==> config.mk <==
export PLATFORM = sky130hd
export DESIGN_NAME = fixing_heater_thermal_supervisor
export DESIGN_NICKNAME = d
export VERILOG_FILES = /design/src/hdl/fixing_pkg.sv /design/src/hdl/warmup_timer.sv /design/src/hdl/fixing_heater_thermal_supervisor.sv
export SDC_FILE = /design/constraint.sdc
export NUM_CORES = 1
export LEC_CHECK = 0
export ABC_AREA = 1
export BUFFER_PORTS_ARGS = -buffer_cell sky130_fd_sc_hd__buf_2
export CAP_MARGIN = 20
export CELL_PAD_IN_SITES_DETAIL_PLACEMENT = 2
export CELL_PAD_IN_SITES_GLOBAL_PLACEMENT = 2
export CORE_MARGIN = 2
export CORE_UTILIZATION = 31
export CTS_CLUSTER_SIZE = 30
export DETAILED_ROUTE_END_ITERATION = 8
export GPL_TIMING_DRIVEN = 1
export PLACE_DENSITY = 0.82
export SYNTH_ARGS = -nofsm -noshare
export SYNTH_HDL_FRONTEND = slang
export SYNTH_HIERARCHICAL = 1
export SYNTH_SLANG_ARGS = --single-unit
export TNS_END_PERCENT = 10
==> constraint.sdc <==
create_clock -name mclk -period 2.93 [get_ports mclk]
set_input_delay 0.586 -clock mclk [delete_from_list [all_inputs] [get_ports mclk]]
set_output_delay 0.586 -clock mclk [all_outputs]
set_load 0.05 [all_outputs]
==> src/hdl/fixing_pkg.sv <==
// constants and carriers for the fixing heater thermal supervisor
package fixing_pkg;
	localparam int TEMP_W = 10;
	localparam int CODE_W = 8;
	// temperatures in whole degrees celsius
	localparam logic [TEMP_W-1:0] TEMP_STANDBY = 10'h0a5;
	localparam logic [TEMP_W-1:0] TEMP_PRINT = 10'h0b4;
	localparam logic [TEMP_W-1:0] TEMP_COLD = 10'h01e;
	localparam logic [TEMP_W-1:0] TEMP_OVER = 10'h0e6;
	localparam logic [TEMP_W-1:0] TEMP_UNDER = 10'h08c;
	// service code 50, decimal digits packed as bcd
	localparam logic [CODE_W-1:0] CODE_FIXING = 8'h50;
	localparam logic [CODE_W-1:0] CODE_NONE = 8'h00;
	// warm-up limits
	localparam longint CLK_HZ = 40000000;
	localparam longint COLD_LIMIT_S = 18;
	localparam longint WARM_LIMIT_S = 90;
	localparam longint COLD_LIMIT_CYC = COLD_LIMIT_S * CLK_HZ;
	localparam longint WARM_LIMIT_CYC = WARM_LIMIT_S * CLK_HZ;
	localparam int TIMER_W = 32;

	typedef enum logic [1:0] {
		PH_WARMUP = 2'b00,
		PH_READY = 2'b01,
		PH_FAULT = 2'b10
	} phase_t;

	typedef struct packed {
		logic heater_on;
		logic heater_fault;
		logic ready_permit;
		logic warm_done;
		logic jam_lamp;
		logic beeper;
		logic [CODE_W-1:0] service_code;
	} fixing_status_t;
endpackage

==> src/hdl/warmup_timer.sv <==
// power-on elapsed timer flagging the two warm-up deadlines
module warmup_timer #(
	parameter logic [fixing_pkg::TIMER_W-1:0] COLD_CYC = fixing_pkg::TIMER_W'(fixing_pkg::COLD_LIMIT_CYC),
	parameter logic [fixing_pkg::TIMER_W-1:0] WARM_CYC = fixing_pkg::TIMER_W'(fixing_pkg::WARM_LIMIT_CYC)
) (
	input wire logic mclk,
	input wire logic rst,
	output logic cold_expired,
	output logic warm_expired
);
	logic [fixing_pkg::TIMER_W-1:0] elapsed;

	// saturates once the later deadline passes, so no wraparound false alarm
	always_ff @(posedge mclk or posedge rst) begin
		if (rst) begin
			elapsed <= '0;
		end else if (!warm_expired) begin
			elapsed <= elapsed + 1'b1;
		end
	end

	always_ff @(posedge mclk or posedge rst) begin
		if (rst) begin
			cold_expired <= 1'b0;
			warm_expired <= 1'b0;
		end else begin
			if (elapsed >= COLD_CYC - 1'b1) begin
				cold_expired <= 1'b1;
			end
			if (elapsed >= WARM_CYC - 1'b1) begin
				warm_expired <= 1'b1;
			end
		end
	end
endmodule

==> src/hdl/fixing_heater_thermal_supervisor.sv <==
// fixing roller temperature regulator and thermal fault supervisor
module fixing_heater_thermal_supervisor #(
	parameter logic [fixing_pkg::TIMER_W-1:0] COLD_CYC = fixing_pkg::TIMER_W'(fixing_pkg::COLD_LIMIT_CYC),
	parameter logic [fixing_pkg::TIMER_W-1:0] WARM_CYC = fixing_pkg::TIMER_W'(fixing_pkg::WARM_LIMIT_CYC)
) (
	input wire logic mclk,
	input wire logic rst,
	input wire logic [fixing_pkg::TEMP_W-1:0] roller_temp_sensor,
	input wire logic print_active,
	input wire logic cover_test_switch,
	input wire logic paper_jam,
	output logic heater_on,
	output logic heater_fault_out,
	output logic ready_permit,
	output logic warm_done,
	output logic jam_lamp,
	output logic beeper,
	output logic [fixing_pkg::CODE_W-1:0] service_code
);
	fixing_pkg::phase_t phase;
	fixing_pkg::phase_t next_phase;
	fixing_pkg::fixing_status_t next_status;
	logic cold_expired;
	logic warm_expired;
	logic reached_30;
	logic reached_165;
	logic fault_now;
	logic jam_latched;
	logic [fixing_pkg::TEMP_W-1:0] setpoint;

	// ------------------------------------------------------------
	// deadlines
	// ------------------------------------------------------------
	warmup_timer #(
		.COLD_CYC(COLD_CYC),
		.WARM_CYC(WARM_CYC)
	) u_timer (
		.mclk(mclk),
		.rst(rst),
		.cold_expired(cold_expired),
		.warm_expired(warm_expired)
	);

	// ------------------------------------------------------------
	// warm-up progress
	// ------------------------------------------------------------
	always_ff @(posedge mclk or posedge rst) begin
		if (rst) begin
			reached_30 <= 1'b0;
			reached_165 <= 1'b0;
		end else begin
			if (roller_temp_sensor > fixing_pkg::TEMP_COLD) begin
				reached_30 <= 1'b1;
			end
			if (roller_temp_sensor > fixing_pkg::TEMP_STANDBY) begin
				reached_165 <= 1'b1;
			end
		end
	end

	// jam stays until reset; the engine restarts from power-on
	always_ff @(posedge mclk or posedge rst) begin
		if (rst) begin
			jam_latched <= 1'b0;
		end else if (paper_jam) begin
			jam_latched <= 1'b1;
		end
	end

	// ------------------------------------------------------------
	// fault detection
	// ------------------------------------------------------------
	always_comb begin
		fault_now = 1'b0;
		if (cold_expired && !reached_30) begin
			fault_now = 1'b1;
		end
		if (warm_expired && !reached_165) begin
			fault_now = 1'b1;
		end
		if (roller_temp_sensor > fixing_pkg::TEMP_OVER) begin
			fault_now = 1'b1;
		end
		if (phase == fixing_pkg::PH_READY && roller_temp_sensor < fixing_pkg::TEMP_UNDER) begin
			fault_now = 1'b1;
		end
	end

	// ------------------------------------------------------------
	// phase
	// ------------------------------------------------------------
	always_comb begin
		next_phase = phase;
		unique case (phase)
			fixing_pkg::PH_WARMUP: begin
				if (fault_now) begin
					next_phase = fixing_pkg::PH_FAULT;
				end else if (roller_temp_sensor >= fixing_pkg::TEMP_STANDBY) begin
					next_phase = fixing_pkg::PH_READY;
				end
			end
			fixing_pkg::PH_READY: begin
				if (fault_now) begin
					next_phase = fixing_pkg::PH_FAULT;
				end
			end
			fixing_pkg::PH_FAULT: next_phase = fixing_pkg::PH_FAULT;
			default: next_phase = fixing_pkg::PH_FAULT;
		endcase
	end

	always_ff @(posedge mclk or posedge rst) begin
		if (rst) begin
			phase <= fixing_pkg::PH_WARMUP;
		end else begin
			phase <= next_phase;
		end
	end

	// ------------------------------------------------------------
	// regulation and outputs
	// ------------------------------------------------------------
	// print request overrides standby with no ramp
	assign setpoint = print_active ? fixing_pkg::TEMP_PRINT : fixing_pkg::TEMP_STANDBY;

	always_comb begin
		next_status = '0;
		next_status.service_code = fixing_pkg::CODE_NONE;
		// bang-bang; at exactly the setpoint the drive is left as it was
		if (roller_temp_sensor < setpoint) begin
			next_status.heater_on = 1'b1;
		end else if (roller_temp_sensor > setpoint) begin
			next_status.heater_on = 1'b0;
		end else begin
			next_status.heater_on = heater_on;
		end
		if (cover_test_switch) begin
			next_status.heater_on = 1'b0;
		end
		if (jam_latched || paper_jam) begin
			next_status.heater_on = 1'b0;
			next_status.jam_lamp = 1'b1;
			next_status.beeper = 1'b1;
		end
		next_status.warm_done = (next_phase == fixing_pkg::PH_READY);
		next_status.ready_permit = (next_phase == fixing_pkg::PH_READY) && !next_status.jam_lamp;
		if (next_phase == fixing_pkg::PH_FAULT) begin
			next_status.heater_on = 1'b0;
			next_status.heater_fault = 1'b1;
			next_status.service_code = fixing_pkg::CODE_FIXING;
		end
	end

	always_ff @(posedge mclk or posedge rst) begin
		if (rst) begin
			heater_on <= 1'b0;
			heater_fault_out <= 1'b0;
			ready_permit <= 1'b0;
			warm_done <= 1'b0;
			jam_lamp <= 1'b0;
			beeper <= 1'b0;
			service_code <= fixing_pkg::CODE_NONE;
		end else begin
			heater_on <= next_status.heater_on;
			heater_fault_out <= next_status.heater_fault;
			ready_permit <= next_status.ready_permit;
			warm_done <= next_status.warm_done;
			jam_lamp <= next_status.jam_lamp;
			beeper <= next_status.beeper;
			service_code <= next_status.service_code;
		end
	end
endmodule

==> results.yml <==
run_status:
  outcome: "finished, final reports clean"
sta:
  final_hold_viol_count: 0
  setup_tns_ns: 0
  setup_viol: 0
  slew_viol_final: 0
  fmax_mhz: 615
  finalCriticalPeriod_ns: 1.63
  final.period_utilization: 0.555
  hold_ws_ns: 0.250
  skew_ns: 0.00984
  grt_setup_unrepaired: "false"
job:
  drv_cap: 0
placement:
  hpwl_mm: 7.33
  gp_congestion: 0.811
  place_inst: 586
  portBuffers: 22
clock_tree:
  cts_root_buf: "clkbuf_8"
  cts_tree: "yes"
  clock_latency_ns: 0.31
  cts.sinks: 44
  cts_buffer_depth: 2
  ctsHoldBuffers: 0
  cts.clk_slew.worst_paths_ns: 0.10
  numCtsBuffers: 5
  cts_resized: 0
  cts_setup_buffers: 0
  htreeDepth: 2
global_routing:
  gr-total-overflow: 0
  grt_max_degree: 35
  grt_pass1_wl_mm: 15.1
  grtUsageTotal: 0.185
  grt_pass1_vias: 3026
  antenna_found_initial: 0
yosys:
  synth_warnings: 6
  synth_top_area_frac: 0.368
  yosysMostFrequentCell: "nand2_1"
  synth.distinct_cells: 30
  syn_avg_cell_area_um2: 6.74
  syn_inst: 444
  synth-async-reset-ratio: 1.00
  ys_seq_elements: 44
  synth_edf_count: 0
  ys_top_cells_by_area: "dfrtp_1, nand2_1, inv_1, nor2_1, nand3_1"
  synthTopCellsByCount: "nand2_1, inv_1, nor2_1, dfrtp_1, nand3_1"
  ys.flop_type: "dfrtp_1"
  ys_seq_area_frac: 0.368
  synth_area_leader_cell: "dfrtp_1"
  synth_area_um2: 2990
worst_setup_path:
  critPathLaunchType: "flip-flop"
  ff2ff_path_depth: 7
  end_kind: "flip-flop"
  path_cells: "ha_1, inv_1, nor2_1, nand2_1, nor2_4, nand2_1, xnor2_1"
  cp.required_ns: 3.12
  worst-path-stages: 7
  arrival_ns: 1.81
  critPathMaxStageDelay_ns: 0.40
  critPathSlowestCell: "dfrtp_1"
  cp_top_family: "simple AND/OR/NAND/NOR gates"
  crit_buf_inv: 1
  crit_top_cell: "nand2_1"
  critPathKind: "flip-flop to flip-flop"
  path_max_fanout: 8
pwr:
  power_density_nw_per_um2: 334
  peakVddDrop_v: 0.000167
  leakage_nw: 1.64
final_layout:
  fin_cells: 594
  reg.largest.list: "u_timer/elapsed: 32 flops, phase: 2 flops"
  area_delta_synth_final_pct: 9.83
  largest_register: "u_timer/elapsed"
  drive_above_1_share: 0.125
  largest_reg_flops: 32
  n_antenna_cell: 0
  fin_nets: 482
  final_util: 0.354
routing:
  first_pass_iters: 4
  remaining_drc_errors: 0
  wire_per_inst_um: 15.0
  ant_nets: 0
  drtIter0Drc: 61
  routed_wl_mm: 8.92
  routed_via_density: 4.63
  num_vias: 2749
floorplanning:
  io_pins: 29
  row_count: 35
  die_h_um: 102
  die_w_um: 102
  die_area_um2: 10400
  start_util: 0.322
  core_um2: 9280
worst_hold_path:
  hp-class: "input pin to async pin"
[layer usage]
metal | up-vias | GRT usage | wire length, um
met4 | 0 | 0.0277 | 15
met1 | 1355 | 0.241 | 4210
met2 | 19 | 0.335 | 4560
li1 | 1373 | - | -
met5 | - | 0 | 0
met3 | 2 | 0.0226 | 134
[cells in the final DEF, fill, tap and decap left out, drive strengths merged]
cell / netlist / routed
a21oi: 5 / 5
and2: 2 / 2
buf: 13 / 23
clkbuf: 2 / 5
clkinv: 0 / 1
clkinvlp: 0 / 2
conb: 1 / 6
dfrtp: 44 / 44
ha: 3 / 3
inv: 68 / 68
nand2: 145 / 145
nand3: 41 / 41
nand3b: 2 / 2
nand4: 8 / 8
nor2: 81 / 81
nor2b: 1 / 1
nor3: 4 / 4
o2111ai: 1 / 1
o21ai: 4 / 4
or2: 1 / 1
xnor2: 8 / 8
xor2: 10 / 10
[power by group]
group	internal, mW	switching [mW]	total [mW]	leakage, nW
combinational	0.0171	0.0559	0.0730	1.03
clock	0.170	0.246	0.416	0.0404
sequential	0.607	0	0.607	0.569
total	0.793	0.302	1.10	1.64
[area by class of cell]
class                      count  area, um^2
tap                          129         161
sequential                    44        1100
clock buffer                   5        68.8
inverter                      68         255
timing repair buffer          23         118
clock inverter                 3        23.8
fill                        1157        6000
multi-input combinational    322        1560
[metrics by stage]
step / cell area, um^2 / total power [mW] / setup WS [ns]
2_1_floorplan: 3010 / 0.673 / 1.44
3_3_place_gp: 3190 / 0.690 / 1.32
3_5_place_dp: 3190 / 0.693 / 1.20
4_1_cts: 3280 / 1.11 / 1.24
5_1_grt: 3280 / 1.14 / 1.12
6_report: 3280 / 1.10 / 1.30
[cell families after synthesis]
| kind of cell | Yosys count | synth area share |
|---|---|---|
| and+or+nand+nor | 285 | 0.430 |
| buffers and inverters | 83 | 0.118 |
| DFF | 44 | 0.368 |
| xor gates and xnor gates | 18 | 0.0527 |
| AOI/OAI and AO/OA | 10 | 0.0180 |
| adders and majority gates | 3 | 0.0126 |
| other | 1 | 0.00125 |
[final timing paths]
kind	from	to	slack [ns]
max reg2reg	u_timer/elapsed[0]	u_timer/elapsed[16]	1.30
min	rst	beeper	0.25
max in group asynchronous	rst	u_timer/elapsed[10]	2.20
min in group mclk	jam_latched	beeper	0.45
max	u_timer/elapsed[0]	u_timer/elapsed[16]	1.30
min reg2reg	jam_latched	beeper	0.45
Power figures use the tool's default switching activity.
